===== src/logic/dcr_pkg.sv =====
// Purpose: Shared constants and types for device control and relink
// Assumes: 7-bit register address, 8-bit register data
// Notes:   Mode register offsets are local choices
package dcr_pkg;

  // ==========================================================
  // Register map
  localparam int          ADDR_W         = 7;
  localparam int          DATA_W         = 8;
  localparam logic [6:0]  A_LNK_UPD      = 7'h3E;
  localparam logic [6:0]  A_RST_OUT      = 7'h50;
  localparam logic [6:0]  A_TEST_CODE    = 7'h7E;
  localparam logic [6:0]  A_TEST_CH      = 7'h7F;
  localparam logic [6:0]  A_TX_PWR       = 7'h56;
  localparam logic [6:0]  A_RX_PWR       = 7'h49;
  localparam logic [6:0]  A_TX_MODE      = 7'h20;
  localparam logic [6:0]  A_RX_MODE      = 7'h21;
  localparam logic [6:0]  A_LNK_MODE     = 7'h22;

  // ==========================================================
  // Field layout and values
  localparam int          RSTO_POL_BIT   = 0;
  localparam int          RSTO_SEL_LSB   = 1;
  localparam int          RSTO_SEL_MSB   = 3;
  localparam logic [2:0]  RSTO_SEL_ON    = 3'h4;
  localparam logic [3:0]  RSTO_RESET     = 4'h0;
  localparam int          TXMODE_PD_BIT  = 6;
  localparam int          RXMODE_PD_BIT  = 7;
  localparam int          LNKMODE_FORCE  = 4;
  localparam int          TEST_CHANNEL_DIRECTION_DIR_BIT = 7;
  localparam logic [7:0]  LNK_START      = 8'h01;
  localparam logic [7:0]  TEST_SINGLE    = 8'h63;
  localparam logic [7:0]  TEST_SWEEP     = 8'h73;
  localparam logic [1:0]  PWR_0DBM       = 2'h3;
  localparam logic [7:0]  REG_RESET      = 8'h00;

  // ==========================================================
  // Timing
  localparam int          CLK_PERIOD_NS  = 40;
  localparam int          PULSE_US       = 285;
  localparam int          PULSE_CYC      = (PULSE_US * 1000) / CLK_PERIOD_NS;

  // ==========================================================
  // Types
  typedef enum logic [1:0] {
    LS_IDLE_OK   = 2'b00,
    LS_BUSY      = 2'b01,
    LS_IDLE_FAIL = 2'b10
  } dcr_lnk_st_t;

  typedef enum logic [1:0] {
    TK_NONE   = 2'b00,
    TK_SINGLE = 2'b01,
    TK_SWEEP  = 2'b10
  } dcr_test_kind_t;

  typedef struct packed {
    logic       wr;
    logic       rd;
    logic [6:0] addr;
    logic [7:0] wdata;
  } dcr_reg_req_t;

  typedef struct packed {
    dcr_test_kind_t kind;
    logic           tx_dir;
    logic [6:0]     channel;
  } dcr_test_cfg_t;

endpackage : dcr_pkg


===== src/logic/dcr_pulse_gen.sv =====
// Purpose: Fixed-length pulse on the peripheral reset pin
// Assumes: start is a one-cycle pulse
// Notes:   Pin idles at the level opposite to the polarity
`timescale 1ns/1ps
`default_nettype none
module dcr_pulse_gen
  import dcr_pkg::*;
#(
  parameter int PULSE_CYCLES = PULSE_CYC
) (
  input  wire logic clk,    // System clock
  input  wire logic srst,   // Sync reset
  input  wire logic start,  // Begin one pulse
  input  wire logic enable, // Pulse allowed
  input  wire logic pol,    // 1 active high
  output var  logic pin_q   // Reset output pin
);

  localparam int CW = $clog2(PULSE_CYCLES + 1);
  localparam logic [CW-1:0] LAST = CW'(PULSE_CYCLES - 1);

  logic [CW-1:0] cnt_q, cnt_d;
  logic          act_q, act_d;
  logic          pin_d;

  // ==========================================================
  // Next state
  always_comb begin
    cnt_d = cnt_q;
    act_d = act_q;
    if (act_q) begin
      if (cnt_q == LAST) begin
        act_d = 1'b0;
      end else begin
        cnt_d = cnt_q + 1'b1;
      end
    end else if (start && enable) begin
      act_d = 1'b1;
      cnt_d = '0;
    end
    pin_d = act_d ? pol : ~pol;
  end

  always_ff @(posedge clk) begin
    if (srst) begin
      cnt_q <= '0;
      act_q <= 1'b0;
      pin_q <= 1'b1;
    end else begin
      cnt_q <= cnt_d;
      act_q <= act_d;
      pin_q <= pin_d;
    end
  end

endmodule : dcr_pulse_gen
`default_nettype wire


===== src/logic/dcr_top.sv =====
// Purpose: Device control: reset pulse, power-down, relink, test mode
// Assumes: Register requests arrive decoded from the serial slave port
// Notes:   Straps are caught on every clock of srst
//
// Behaviour
// - Transmitter pulses reset pin after reconfigure; none after boot, as the select field resets to 0 (off)
// - No reset pulse in receiver role
// - Select field 0 off, 4 on
// - Bit 0 chooses pulse polarity
// - Pulse lasts about 285 us
// - Transmitter sleeps on mode bit 6 write
// - Receiver sleeps on mode bit 7 write
// - Wake on falling chip-select (SPI strap) or data line (two-wire strap), not on the other pin
// - Registers keep contents through power-down
// - Audio pins inputs until link established
// - Writing 1 starts link register transfer, in transmitter role only
// - Reads 1 while busy, 0 on success
// - Failed transfer leaves value 2
// - Relink after link or force bit 4
// - Test registers then force bit enters test
// - Test mode held until reset
// - Codes select single-channel or sweep test
// - Bit 7 direction, bits 6:0 channel
// - Test mode forces 0 dBm output power
// - Test registers reachable over slave port
`timescale 1ns/1ps
`default_nettype none
module dcr_top
  import dcr_pkg::*;
#(
  parameter int PULSE_CYCLES = PULSE_CYC
) (
  input  wire logic          clk,               // System clock
  input  wire logic          srst,              // Sync reset, high
  input  wire logic          role_tx_strap,     // 1 transmitter, 0 receiver
  input  wire logic          slave_sel_strap,   // 0 SPI, 1 two-wire
  input  wire dcr_reg_req_t  reg_req,           // Register access
  output var  logic [7:0]    reg_rdata,         // Read data, next cycle
  input  wire logic          spi_csn_pin,       // SPI chip select
  input  wire logic          two_wire_data_pin, // Two-wire data input
  input  wire logic          link_established,  // Link up pulse
  input  wire logic          xfer_done,         // Transfer finished ok
  input  wire logic          xfer_fail,         // Transfer failed
  output var  logic          peripheral_reset_pin, // Reset output pin
  output var  logic          power_down,        // Power-down state
  output var  logic          audio_pins_input,  // Audio pins held as inputs
  output var  logic          xfer_start,        // Start transfer pulse
  output var  logic          reconfig,          // Reconfigure pulse
  output var  logic          test_mode,         // Test mode active
  output var  dcr_test_cfg_t test_cfg,          // Test settings in force
  output var  logic [1:0]    rf_power_sel       // Effective output power
);

  // ==========================================================
  // Straps and boot
  logic role_tx_q, role_tx_d;
  logic ssel_q, ssel_d;
  logic boot_q, boot_d;

  always_comb begin
    role_tx_d = role_tx_q;
    ssel_d    = ssel_q;
    boot_d    = 1'b0;
  end

  // Straps sampled while reset holds, not reset to a constant
  always_ff @(posedge clk) begin
    if (srst) begin
      role_tx_q <= role_tx_strap;
      ssel_q    <= slave_sel_strap;
      boot_q    <= 1'b1;
    end else begin
      role_tx_q <= role_tx_d;
      ssel_q    <= ssel_d;
      boot_q    <= boot_d;
    end
  end

  // ==========================================================
  // Register decode
  logic wr_upd, wr_rst, wr_tcode, wr_tch;
  logic wr_txp, wr_rxp, wr_txm, wr_rxm, wr_lnm;

  always_comb begin
    wr_upd   = reg_req.wr && reg_req.addr == A_LNK_UPD;
    wr_rst   = reg_req.wr && reg_req.addr == A_RST_OUT;
    wr_tcode = reg_req.wr && reg_req.addr == A_TEST_CODE;
    wr_tch   = reg_req.wr && reg_req.addr == A_TEST_CH;
    wr_txp   = reg_req.wr && reg_req.addr == A_TX_PWR;
    wr_rxp   = reg_req.wr && reg_req.addr == A_RX_PWR;
    wr_txm   = reg_req.wr && reg_req.addr == A_TX_MODE;
    wr_rxm   = reg_req.wr && reg_req.addr == A_RX_MODE;
    wr_lnm   = reg_req.wr && reg_req.addr == A_LNK_MODE;
  end

  // ==========================================================
  // Plain storage registers
  logic [3:0] rsto_q, rsto_d;
  logic [7:0] tcode_q, tcode_d;
  logic [7:0] tch_q, tch_d;
  logic [1:0] txp_q, txp_d;
  logic [1:0] rxp_q, rxp_d;
  logic [7:0] txm_q, txm_d;
  logic [7:0] rxm_q, rxm_d;
  logic [7:0] lnm_q, lnm_d;

  always_comb begin
    rsto_d  = rsto_q;
    tcode_d = tcode_q;
    tch_d   = tch_q;
    txp_d   = txp_q;
    rxp_d   = rxp_q;
    txm_d   = txm_q;
    rxm_d   = rxm_q;
    lnm_d   = lnm_q;
    // Reserved upper bits are dropped so they read zero
    if (wr_rst) begin
      rsto_d = reg_req.wdata[RSTO_SEL_MSB:0];
    end
    if (wr_tcode) begin
      tcode_d = reg_req.wdata;
    end
    if (wr_tch) begin
      tch_d = reg_req.wdata;
    end
    if (wr_txp) begin
      txp_d = reg_req.wdata[1:0];
    end
    if (wr_rxp) begin
      rxp_d = reg_req.wdata[1:0];
    end
    if (wr_txm) begin
      txm_d = reg_req.wdata;
    end
    if (wr_rxm) begin
      rxm_d = reg_req.wdata;
    end
    // Force bit is a trigger only, never stored
    if (wr_lnm) begin
      lnm_d                = reg_req.wdata;
      lnm_d[LNKMODE_FORCE] = 1'b0;
    end
  end

  // Power-down does not touch any of these
  always_ff @(posedge clk) begin
    if (srst) begin
      rsto_q  <= RSTO_RESET;
      tcode_q <= REG_RESET;
      tch_q   <= REG_RESET;
      txp_q   <= PWR_0DBM;
      rxp_q   <= PWR_0DBM;
      txm_q   <= REG_RESET;
      rxm_q   <= REG_RESET;
      lnm_q   <= REG_RESET;
    end else begin
      rsto_q  <= rsto_d;
      tcode_q <= tcode_d;
      tch_q   <= tch_d;
      txp_q   <= txp_d;
      rxp_q   <= rxp_d;
      txm_q   <= txm_d;
      rxm_q   <= rxm_d;
      lnm_q   <= lnm_d;
    end
  end

  // ==========================================================
  // Power-down and wake
  logic pd_q, pd_d;
  logic wake_prev_q, wake_prev_d;
  logic wake_pin, wake_fall;

  always_comb begin
    wake_pin    = ssel_q ? two_wire_data_pin : spi_csn_pin;
    wake_prev_d = wake_pin;
    wake_fall   = wake_prev_q && !wake_pin;
    pd_d        = pd_q;
    if (pd_q && wake_fall) begin
      pd_d = 1'b0;
    end else if (role_tx_q && wr_txm && reg_req.wdata[TXMODE_PD_BIT]) begin
      pd_d = 1'b1;
    end else if (!role_tx_q && wr_rxm && reg_req.wdata[RXMODE_PD_BIT]) begin
      pd_d = 1'b1;
    end
  end

  // Previous level reset high so no false edge after boot
  always_ff @(posedge clk) begin
    if (srst) begin
      pd_q        <= 1'b0;
      wake_prev_q <= 1'b1;
    end else begin
      pd_q        <= pd_d;
      wake_prev_q <= wake_prev_d;
    end
  end

  // ==========================================================
  // Link register update engine
  dcr_lnk_st_t lnk_q, lnk_d;
  logic        start_q, start_d;

  always_comb begin
    lnk_d   = lnk_q;
    start_d = 1'b0;
    case (lnk_q)
      LS_IDLE_OK, LS_IDLE_FAIL: begin
        // Receiver side and non-start values are ignored
        if (wr_upd && role_tx_q && reg_req.wdata == LNK_START) begin
          lnk_d   = LS_BUSY;
          start_d = 1'b1;
        end
      end
      LS_BUSY: begin
        // Failure wins if both arrive together
        if (xfer_fail) begin
          lnk_d = LS_IDLE_FAIL;
        end else if (xfer_done) begin
          lnk_d = LS_IDLE_OK;
        end
      end
      default: begin
        lnk_d = LS_IDLE_OK;
      end
    endcase
  end

  always_ff @(posedge clk) begin
    if (srst) begin
      lnk_q   <= LS_IDLE_OK;
      start_q <= 1'b0;
    end else begin
      lnk_q   <= lnk_d;
      start_q <= start_d;
    end
  end

  // ==========================================================
  // Reconfiguration and test mode
  logic           force_wr;
  logic           rcfg_q, rcfg_d;
  logic           tm_q, tm_d;
  logic           audio_in_q, audio_in_d;
  dcr_test_kind_t code_kind;
  dcr_test_cfg_t  tcfg_q, tcfg_d;

  always_comb begin
    force_wr = wr_lnm && reg_req.wdata[LNKMODE_FORCE];
    case (tcode_q)
      TEST_SINGLE: code_kind = TK_SINGLE;
      TEST_SWEEP:  code_kind = TK_SWEEP;
      default:     code_kind = TK_NONE;
    endcase
    rcfg_d     = force_wr || link_established;
    tm_d       = tm_q;
    tcfg_d     = tcfg_q;
    audio_in_d = audio_in_q && !link_established;
    // Settings frozen once in test mode; only reset leaves
    if (!tm_q && force_wr && code_kind != TK_NONE) begin
      tm_d           = 1'b1;
      tcfg_d.kind    = code_kind;
      tcfg_d.tx_dir  = tch_q[TEST_CHANNEL_DIRECTION_DIR_BIT];
      tcfg_d.channel = tch_q[TEST_CHANNEL_DIRECTION_DIR_BIT-1:0];
    end
  end

  always_ff @(posedge clk) begin
    if (srst) begin
      rcfg_q     <= 1'b0;
      tm_q       <= 1'b0;
      tcfg_q     <= '0;
      audio_in_q <= 1'b1;
    end else begin
      rcfg_q     <= rcfg_d;
      tm_q       <= tm_d;
      tcfg_q     <= tcfg_d;
      audio_in_q <= audio_in_d;
    end
  end

  // ==========================================================
  // Output power and read data
  logic [1:0] pwr_q, pwr_d;
  logic [7:0] rdata_q, rdata_d;

  always_comb begin
    // Follows the next test state so power never lags test entry
    if (tm_d) begin
      pwr_d = PWR_0DBM;
    end else begin
      pwr_d = role_tx_q ? txp_q : rxp_q;
    end
    rdata_d = REG_RESET;
    if (reg_req.rd) begin
      // Test registers are write-only and read zero
      case (reg_req.addr)
        A_LNK_UPD:  rdata_d = {6'h00, lnk_q};
        A_RST_OUT:  rdata_d = {4'h0, rsto_q};
        A_TX_PWR:   rdata_d = {6'h00, txp_q};
        A_RX_PWR:   rdata_d = {6'h00, rxp_q};
        A_TX_MODE:  rdata_d = txm_q;
        A_RX_MODE:  rdata_d = rxm_q;
        A_LNK_MODE: rdata_d = lnm_q;
        default:    rdata_d = REG_RESET;
      endcase
    end
  end

  always_ff @(posedge clk) begin
    if (srst) begin
      pwr_q   <= PWR_0DBM;
      rdata_q <= REG_RESET;
    end else begin
      pwr_q   <= pwr_d;
      rdata_q <= rdata_d;
    end
  end

  // ==========================================================
  // Reset pulse output
  logic pulse_en;
  logic pulse_start;

  always_comb begin
    pulse_en    = role_tx_q && rsto_q[RSTO_SEL_MSB:RSTO_SEL_LSB] == RSTO_SEL_ON;
    pulse_start = boot_q || rcfg_q;
  end

  dcr_pulse_gen #(
    .PULSE_CYCLES (PULSE_CYCLES)
  ) u_pulse (
    .clk    (clk),
    .srst   (srst),
    .start  (pulse_start),
    .enable (pulse_en),
    .pol    (rsto_q[RSTO_POL_BIT]),
    .pin_q  (peripheral_reset_pin)
  );

  // ==========================================================
  // Output drive
  always_comb begin
    reg_rdata        = rdata_q;
    power_down       = pd_q;
    audio_pins_input = audio_in_q;
    xfer_start       = start_q;
    reconfig         = rcfg_q;
    test_mode        = tm_q;
    test_cfg         = tcfg_q;
    rf_power_sel     = pwr_q;
  end

endmodule : dcr_top
`default_nettype wire


===== config.mk =====
export PLATFORM = sky130hd
export DESIGN_NAME = dcr_top
export DESIGN_NICKNAME = d
export VERILOG_FILES = /design/src/logic/dcr_pkg.sv /design/src/logic/dcr_pulse_gen.sv /design/src/logic/dcr_top.sv
export SDC_FILE = /design/constraint.sdc
export NUM_CORES = 1
export LEC_CHECK = 0
export ABC_AREA = 1
export ABC_CLOCK_PERIOD_IN_PS = 1980
export BUFFER_PORTS_ARGS = -buffer_cell sky130_fd_sc_hd__buf_2
export CAP_MARGIN = 20
export CELL_PAD_IN_SITES_DETAIL_PLACEMENT = 0
export CELL_PAD_IN_SITES_GLOBAL_PLACEMENT = 1
export CORE_ASPECT_RATIO = 0.9
export CORE_MARGIN = 3
export CORE_UTILIZATION = 30
export DETAILED_ROUTE_END_ITERATION = 6
export PLACE_DENSITY_LB_ADDON = 0.12
export SLEW_MARGIN = 10
export SYNTH_ARGS = -nofsm -noshare
export SYNTH_HDL_FRONTEND = slang
export SYNTH_SLANG_ARGS = --single-unit

===== constraint.sdc =====
create_clock -name clk -period 1.98 [get_ports clk]
set_input_delay 0.396 -clock clk [delete_from_list [all_inputs] [get_ports clk]]
set_output_delay 0.396 -clock clk [all_outputs]
set_load 0.01 [all_outputs]

==> Yosys cells after proc, flatten, opt, wreduce, memory -nomap -nowiden <==
Cells that the tools add are included.
{ "word_totals": {"mem_count": 0, "ff_bits": 93, "latch_bits": 0, "input_bits": 26, "mem_bits_ro": 0, "ram_bits": 0} }
{ "classes": {"eq_ne": 19, "add_sub_neg": 1, "mul": 0, "reduce_logical": 40, "muxes": 20, "bitwise_logic": 3, "shifts": 0, "n_div": 0, "magnitude_cmp": 0} }
{ "op_table": {"columns": ["operator", "count"], "rows": [
  ["$pmux 8 s7", 1],
  ["$mux 13", 3],
  ["$eq 7x7->1 const B", 5],
  ["$eq 7x6->1 const B", 4],
  ["$logic_and 1x1->1", 23],
  ["$eq 8x7->1 const B", 2],
  ["$add 13x1->13 const B", 1],
  ["$eq 13x13->1 const B", 1],
  ["$mux 1", 10],
  ["$reduce_or 2->1", 5],
  ["$eq 8x1->1 const B", 1],
  ["$mux 2", 4],
  ["$pmux 2 s2", 2],
  ["$reduce_bool 2->1", 3],
  ["$logic_not 1->1", 4],
  ["$ne 2x2->1 const B", 2],
  ["$reduce_and 2->1", 2],
  ["$eq 3x3->1 const B", 1],
  ["$ne 3x3->1 const B", 1],
  ["$not 1->1", 3],
  ["$eq 2x1->1 const B", 1],
  ["$eq 2x2->1 const B", 1],
  ["$logic_not 2->1", 1],
  ["$logic_or 1x1->1", 2]
]} }

==> Logic depth before layout (Yosys ltp) <==
Gate-level depths: netlist of run 1.
{ "logic_depth": {"word_depth": 7, "ltp_mapped": 11, "depth_no_buf": 11} }

==> Modules after synthesis <==
A second synthesis of run 1 with hierarchy kept.
{ "unflattened": {"hier_cells": 594, "hier_area_um2": 4235.3} }
{ "modules_own_cells": {"columns": ["mod", "cells_each", "seq_area_each_um2", "area_per_inst_um2", "n_inst"], "rows": [
  ["dcr_top", 438, 1581.5, 3271.9, 1],
  ["dcr_pulse_gen", 156, 300.3, 963.4, 1]
]} }

==> Worst setup path before layout of run 1 <==
No wires, ideal clock.
{ "synth_path": {"path_type": "input -> register", "startpoint": "input reg_req[16] (netlist name)", "endpoint": "register tch_q[6]", "path_stages": 7, "path_slack_ns": 0.545, "path_buffers": 2, "setup_time_ns": 0.119, "arrival_ns": 1.315, "cell_sequence": "buf_4 > inv_2 > nor3_1 > nand2_1 > buf_2 > o21ai_0 > a21oi_1"} }
{ "synth_between": {"elab_chain_cells": 1} }
{ "synth_lines": {"columns": ["element", "line", "rtl"], "rows": [
  ["start: declaration", "dcr_top.sv:37", "input wire dcr_reg_req_t reg_req,"],
  ["$logic_and 1x1->1", "dcr_top.sv:88", "wr_tch = reg_req.wr && reg_req.addr == A_TEST_CH;"],
  ["end signal: assignment", "dcr_top.sv:159", "tch_q <= tch_d;"],
  ["end: declaration", "dcr_top.sv:100", "logic [7:0] tch_q, tch_d;"]
]} }
Every way passes these cells.
A chain may end at the register's enable or synchronous reset.

==> Worst setup path in the final report of run 1 <==
{ "layout_path": {"startpoint": "register u_pulse.cnt_q[0]", "endpoint": "register u_pulse.cnt_q[1]"} }
{ "layout_between": {"elab_chain_cells": 3, "word_cells_on_any_way": 6, "cone_classes": "1 x add/sub; 2 x eq/ne; 2 x mux; 1 x reduce/logical"} }
{ "layout_lines": {"columns": ["element", "line", "rtl"], "rows": [
  ["start: declaration", "dcr_pulse_gen.sv:22", "logic [CW-1:0] cnt_q, cnt_d;"],
  ["start signal: assignment", "dcr_pulse_gen.sv:50", "cnt_q <= cnt_d;"],
  ["$add 13x1->13 / $eq 13x13->1 (equally long branches)", "dcr_pulse_gen.sv:35, dcr_pulse_gen.sv:32", null],
  ["$mux 13 / $ne 2x2->1 (equally long branches)", null, null],
  ["$mux 13 / $reduce_and 2->1 (equally long branches)", null, null]
]} }
Parallel ways exist; a longest one is shown, timed or not. The select of a mux whose other input is x is not followed.

==> results_dict.tcl, run 1 <==
set metrics [dict create \
    outcome "finished clean" \
    die-height_um 118 \
    finalNonFillerCells 829 \
    rsz0062_at_grt "no" \
    seq_power_share 0.498 \
    synth_cell_types 33 \
    antenna_left 0 \
    grt_first_pass_wirelength_mm 18.7 \
    synth_seq_cells 93 \
    finalClockSkew_ns 0.0100 \
    ioPinCount 52 \
    n_antenna_cell 0 \
    hold_viol_final 0 \
    yosysSeqAreaShare 0.447 \
    syn_area_um2 4210 \
    final.period_utilization 0.851 \
    clock_latency_ns 0.35 \
    worst_pin_slew_ns 0.503 \
    wl_per_cell_um 13.9 \
    place_inst 813 \
    cts_max_level 3 \
    crit-reg2reg-launch "u_pulse.cnt_q[0]" \
    drcViolationCount 0 \
    endpoint_kind "flip-flop" \
    period_minus_slack_ns 1.68 \
    layout-drive-gt1-share 0.156 \
    start_kind "flip-flop" \
    power_density_nw_per_um2 766 \
    syn_to_final_growth_pct 18.1 \
    worstReg2RegEnd "u_pulse.cnt_q[1]" \
    rr_worst_depth 9 \
    maxCapViolations 0 \
    min_path_type "in2reg" \
    clk_path_buf_depth 2 \
    wl_met2_mm 4.88 \
    yosys.area.top_type "dfxtp_1" \
    grt_use_total 0.153 \
    total_power_w 0.00381 \
    core_um2 13500 \
    fin_nets 684 \
    reg2reg_slack_ns 0.30 \
    routabilityCongestion 0.787 \
    clk_pin_slew_ns 0.07 \
    ys_async_sr_fraction 0 \
    ys.flop_type "dfxtp_1" \
    grt_max_degree 20 \
    combPwrFrac 0.051 \
    clockRootBuffer "clkbuf_16" \
    clock_sink_count 93 \
    top_layer "met4" \
    critPathKind "reg2reg" \
    p_switching_w 0.000875 \
    start_util 0.311 \
    first_global_vias 3641 \
    synthTopCellsByCount "117 x nand2_1, 91 x dfxtp_1, 87 x nor2_1, 83 x inv_1, 50 x o21ai_0" \
    drt-initial-drc-count 225 \
    rows 40 \
    syn_inst 599 \
    drt_pass1_iterations 5 \
    cts_resized 0 \
    synth_nets 627 \
    wl_met1_mm 5.94 \
    synth_area_leaders "dfxtp_1 43%, nand2_1 10%, nor2_1 7.8%, inv_1 7.4%, o21ai_0 5.9%" \
    dieArea_um2 15500 \
    yosysTopAreaCellShare 0.433 \
    p_int_w 0.00293 \
    synth_most_common_cell "nand2_1" \
    slew_viol_final 0 \
    vias 3843 \
    drt-vias-per-instance 4.64 \
    finish.utilization 0.368 \
    overflow 0 \
    postCtsSetupBuffers 0 \
    crit_end "u_pulse.cnt_q[1]" \
    clockPowerShare 0.450 \
    antenna_found_initial 0 \
    fin_setup_tns_ns 0 \
    critPathLaunch "u_pulse.cnt_q[0]" \
    critical_path_peak_fanout 8 \
    cts_buffers 9 \
    wirelength_mm 11.5 \
    worstPathRequired_ns 2.21 \
    port_buffers 51 \
    place_hpwl_mm 8.57 \
    arrival_ns 1.92 \
    cts_hold_buf 0 \
    p_leak_nw 2.09 \
    synth_area_per_cell_um2 7.03 \
    cts_tree "built" \
    swShare 0.230 \
    fmax_mhz 594 \
    relSlewSlack 0.664 \
    wl_met3_um 535 \
    synth_edf_count 2 \
    finalSetupViolCount 0 \
    peakVddDrop_uv 407 \
    die_w_um 131 \
    yosysWarnings 0 \
]
-- logic make-up after synthesis --
group / share of synthesized area
AND/OR/NAND/NOR: 0.313
adder cells (fa/ha/maj): 0.00594
AO/OA/AOI/OAI: 0.124
buffers and inverters: 0.102
flip-flops: 0.447
multiplexers: 0.00713
-- layer usage --
layer / global-route usage / vias up
met5: 0 / -
met1: 0.214 / 1712
met4: 0.0443 / 0
met2: 0.230 / 89
met3: 0.0429 / 14
li1: - / 2028
-- power groups by stage --
stage / sequential (W) / clock, W / combinational, W
floorplan: 0.00194 / 0 / 0.0000984
global placement: 0.00194 / 0 / 0.000197
detailed placement: 0.00194 / 0 / 0.000197
CTS: 0.00190 / 0.00178 / 0.000197
global route: 0.00190 / 0.00184 / 0.000220
finish: 0.00190 / 0.00171 / 0.000196
-- registers in the layout, summed over array words and instances, names as in the netlist, 2 cells and up --
signal	count
u_pulse.cnt_q	13
test_cfg	10
reg_rdata	8
rxm_q	8
tch_q	8
tcode_q	8
txm_q	8
lnm_q	7
rsto_q	4
lnk_q	2
rf_power_sel	2
rxp_q	2
txp_q	2
-- layout make-up --
class,instances,area [um^2]
fill,1477,8540
clock inverter,4,48.8
clock buffer,12,236
sequential,93,1880
inverter,90,343
timing repair buffer,64,353
multi-input combinational,398,1900
tap,168,210
-- per-stage QoR --
| stage | area, um^2 | setup WS (ns) | hold slack [ns] |
|---|---|---|---|
| after floorplan | 4210 | 0.545 | 0.424 |
| after global placement | 4680 | 0.213 | 0.433 |
| after detailed placement | 4680 | 0.162 | 0.440 |
| after CTS | 4970 | 0.278 | 0.207 |
| after global routing | 4970 | 0.0599 | 0.208 |
| final | 4970 | 0.296 | 0.219 |
-- critical path, cell delays in order, from the launching register on --
cell and delay (ns):
dfxtp_1 0.32, inv_1 0.13, ha_1 0.19, nand2_1 0.06
nor2_1 0.12, nand3_1 0.11, nand2_1 0.13, nand2_1 0.22
o21ai_0 0.24, nor2_1 0.05
-- cell usage in the layout, fill, tap and decap left out, drive strengths merged --
| cell | n |
|---|---|
| a21oi | 41 |
| bufinv | 1 |
| o22ai | 2 |
| nand4 | 19 |
| nor3b | 1 |
| edfxtp | 2 |
| nand3 | 42 |
| nor2 | 95 |
| o211ai | 4 |
| mux2i | 3 |
| nor3 | 9 |
| a22oi | 1 |
| buf | 64 |
| ha | 2 |
| inv | 89 |
| nand2 | 124 |
| and2b | 1 |
| o21ai | 52 |
| clkinv | 4 |
| dfxtp | 91 |
| clkbuf | 12 |
| nand3b | 2 |
-- worst min-delay path by stage --
stage | start | endpoint | slack, ns | cells after the start
floorplan | srst | boot_q | 0.42 | 0
global placement | txm_q[4] | txm_q[4] | 0.43 | 2
detailed placement | txm_q[4] | txm_q[4] | 0.44 | 2
CTS | role_tx_strap | role_tx_d | 0.21 | 1
global route | role_tx_strap | role_tx_d | 0.21 | 1
finish | role_tx_strap | role_tx_d | 0.22 | 1
(Power assumes the default switching activity.)
==> run 2, diff against run 1 <==
--- a/config.mk
+++ b/config.mk
@@ -6,15 +6,16 @@
 export NUM_CORES = 1
 export LEC_CHECK = 0
 export ABC_AREA = 1
-export ABC_CLOCK_PERIOD_IN_PS = 1980
+export ABC_CLOCK_PERIOD_IN_PS = 1800
 export BUFFER_PORTS_ARGS = -buffer_cell sky130_fd_sc_hd__buf_2
 export CAP_MARGIN = 20
 export CELL_PAD_IN_SITES_DETAIL_PLACEMENT = 0
 export CELL_PAD_IN_SITES_GLOBAL_PLACEMENT = 1
 export CORE_ASPECT_RATIO = 0.9
-export CORE_MARGIN = 3
+export CORE_MARGIN = 1
 export CORE_UTILIZATION = 30
 export DETAILED_ROUTE_END_ITERATION = 6
+export GPL_TIMING_DRIVEN = 1
 export PLACE_DENSITY_LB_ADDON = 0.12
 export SLEW_MARGIN = 10
 export SYNTH_ARGS = -nofsm -noshare
==> constraint.sdc (replaced) <==
create_clock -name clk -period 1.8 [get_ports clk]
set_input_delay 0.36 -clock clk [delete_from_list [all_inputs] [get_ports clk]]
set_output_delay 0.36 -clock clk [all_outputs]
set_load 0.01 [all_outputs]
==> results_dict.tcl, run 2 (synthesis results as in run 1) <==
set metrics [dict create \
    finalClockSkew_ns 0.00749 \
    crit_path_max_incr_delay_ns 0.32 \
    clock_latency_ns 0.34 \
    rsz0062_at_grt "no" \
    start_util 0.311 \
    hold_viol_final 0 \
    clk_path_buf_depth 2 \
    vias 3831 \
    place_hpwl_mm 8.51 \
    rows 40 \
    fin_nets 684 \
    clk_pin_slew_ns 0.06 \
    largest_register_ffs 13 \
    drcViolationCount 0 \
    syn_to_final_growth_pct 19.0 \
    finalSetupViolCount 0 \
    layout_common_cells "117 x nand2_1, 91 x dfxtp_1, 86 x nor2_1" \
    rr_worst_depth 9 \
    antenna_left 0 \
    fin_setup_tns_ns 0 \
    crit_top_cell "nand2_1" \
    p_leak_nw 2.10 \
    first_global_vias 3659 \
    multiInputGateArea_um2 1900 \
    whs_ns 0.191 \
    dieArea_um2 14500 \
    start_kind "flip-flop" \
    peakVddDrop_uv 432 \
    num-fill-cells 1489 \
    regMostFlops "u_pulse.cnt_q" \
    maxCapViolations 0 \
    cts_max_level 3 \
    fmax_mhz 608 \
    drt_pass1_iterations 4 \
    cts_buffers 9 \
    outcome "finished clean" \
    core_um2 13500 \
    grt_max_degree 44 \
    relSlewSlack 0.691 \
    ioPinCount 52 \
    critical_path_peak_fanout 8 \
    power_density_nw_per_um2 865 \
    clockRootBuffer "clkbuf_16" \
    reg2reg_slack_ns 0.15 \
    slew_viol_final 0 \
    worstPathRequired_ns 2.04 \
    min_path_type "in2reg" \
    worst_pin_slew_ns 0.462 \
    period_minus_slack_ns 1.65 \
    ff_latch_area_um2 1880 \
    overflow 0 \
    endpoint_kind "flip-flop" \
    die_w_um 127 \
    cts_tree "built" \
    routabilityCongestion 0.781 \
    port_buffers 51 \
    critPathKind "reg2reg" \
    clock_sink_count 93 \
    grt_first_pass_wirelength_mm 19.1 \
    slowest_stage "dfxtp_1" \
    final_common_cell "nand2_1" \
    drt-initial-drc-count 253 \
    n_antenna_cell 0 \
    wirelength_mm 11.6 \
    cts_hold_buf 0 \
    antenna_found_initial 0 \
    final.period_utilization 0.914 \
    path_cells "inv_1 > ha_1 > nand2_1 > nor2_1 > nand3_1 > nand2_1 > nand2_1 > o21ai_0 > nor2_1" \
    drt-vias-per-instance 4.63 \
    die-height_um 114 \
    wl_per_cell_um 14.1 \
    arrival_ns 1.88 \
    layout-drive-gt1-share 0.161 \
    min_delay_path_depth 1 \
    grt_use_total 0.172 \
]
run 2: changes by cell type in the layout (fill, tap and decap cells not counted), sizes merged:
cell | before | now
clkinv | 4 | 2
clkbuf | 12 | 13
run 2: path summary, 6_finish.rpt:
path / endpoint / from
worst max-delay path: u_pulse.cnt_q[1] / u_pulse.cnt_q[0]
worst min-delay path: role_tx_d / role_tx_strap
worst max register to register: u_pulse.cnt_q[1] / u_pulse.cnt_q[0]
worst min register to register: txm_q[4] / txm_q[4]
run 2: per-stage QoR:
step,total power (W),instances,setup WS (ns),utilization,cell area [um^2]
CTS,0.00440,828,0.130,0.370,5000
finish,0.00433,828,0.155,0.371,5010
detailed placement,0.00234,813,0.0218,0.347,4680
global route,0.00452,828,0.00271,0.371,5010
global placement,0.00234,813,0.0590,0.347,4680
floorplan,0.00224,599,0.401,-,4210
run 2: critical path: cells and delay by family, from the launching register on:
| kind | cells | cell delay [ns] |
|---|---|---|
| AOI/OAI and AO/OA | 1 | 0.20 |
| adders and majority gates | 1 | 0.18 |
| buffers and inverters | 1 | 0.12 |
| DFF | 1 | 0.32 |
| and+or+nand+nor | 6 | 0.72 |
run 2: metal layers:
layer  up-vias  GRT usage  wire [um]
li1       2022          -          -
met1      1741      0.231       5990
met2        63      0.280       5200
met3         5     0.0439        375
met4         0     0.0333         75
met5         -          0          0
run 2: what timing repair did:
action	CTS	global route
gates resized for setup	0	2
endpoints found under the setup margin	0	2
buffers inserted	0	0
run 2: where the power goes:
group / total [W] / internal [W] / switching, W
registers: 0.00209 / 0.00208 / 0.00000730
logic: 0.000210 / 0.0000629 / 0.000147
clock network: 0.00204 / 0.00123 / 0.000804
total: 0.00433 / 0.00337 / 0.000958
run 2: final cells by class:
class	instances	share of cell area
flip-flops and latches	93	0.376
inverters	90	0.0684
clock buffers	13	0.0562
well taps	168	0.0420
multi-input cells	398	0.379
clock inverters	2	0.00774
repair buffers	64	0.0704
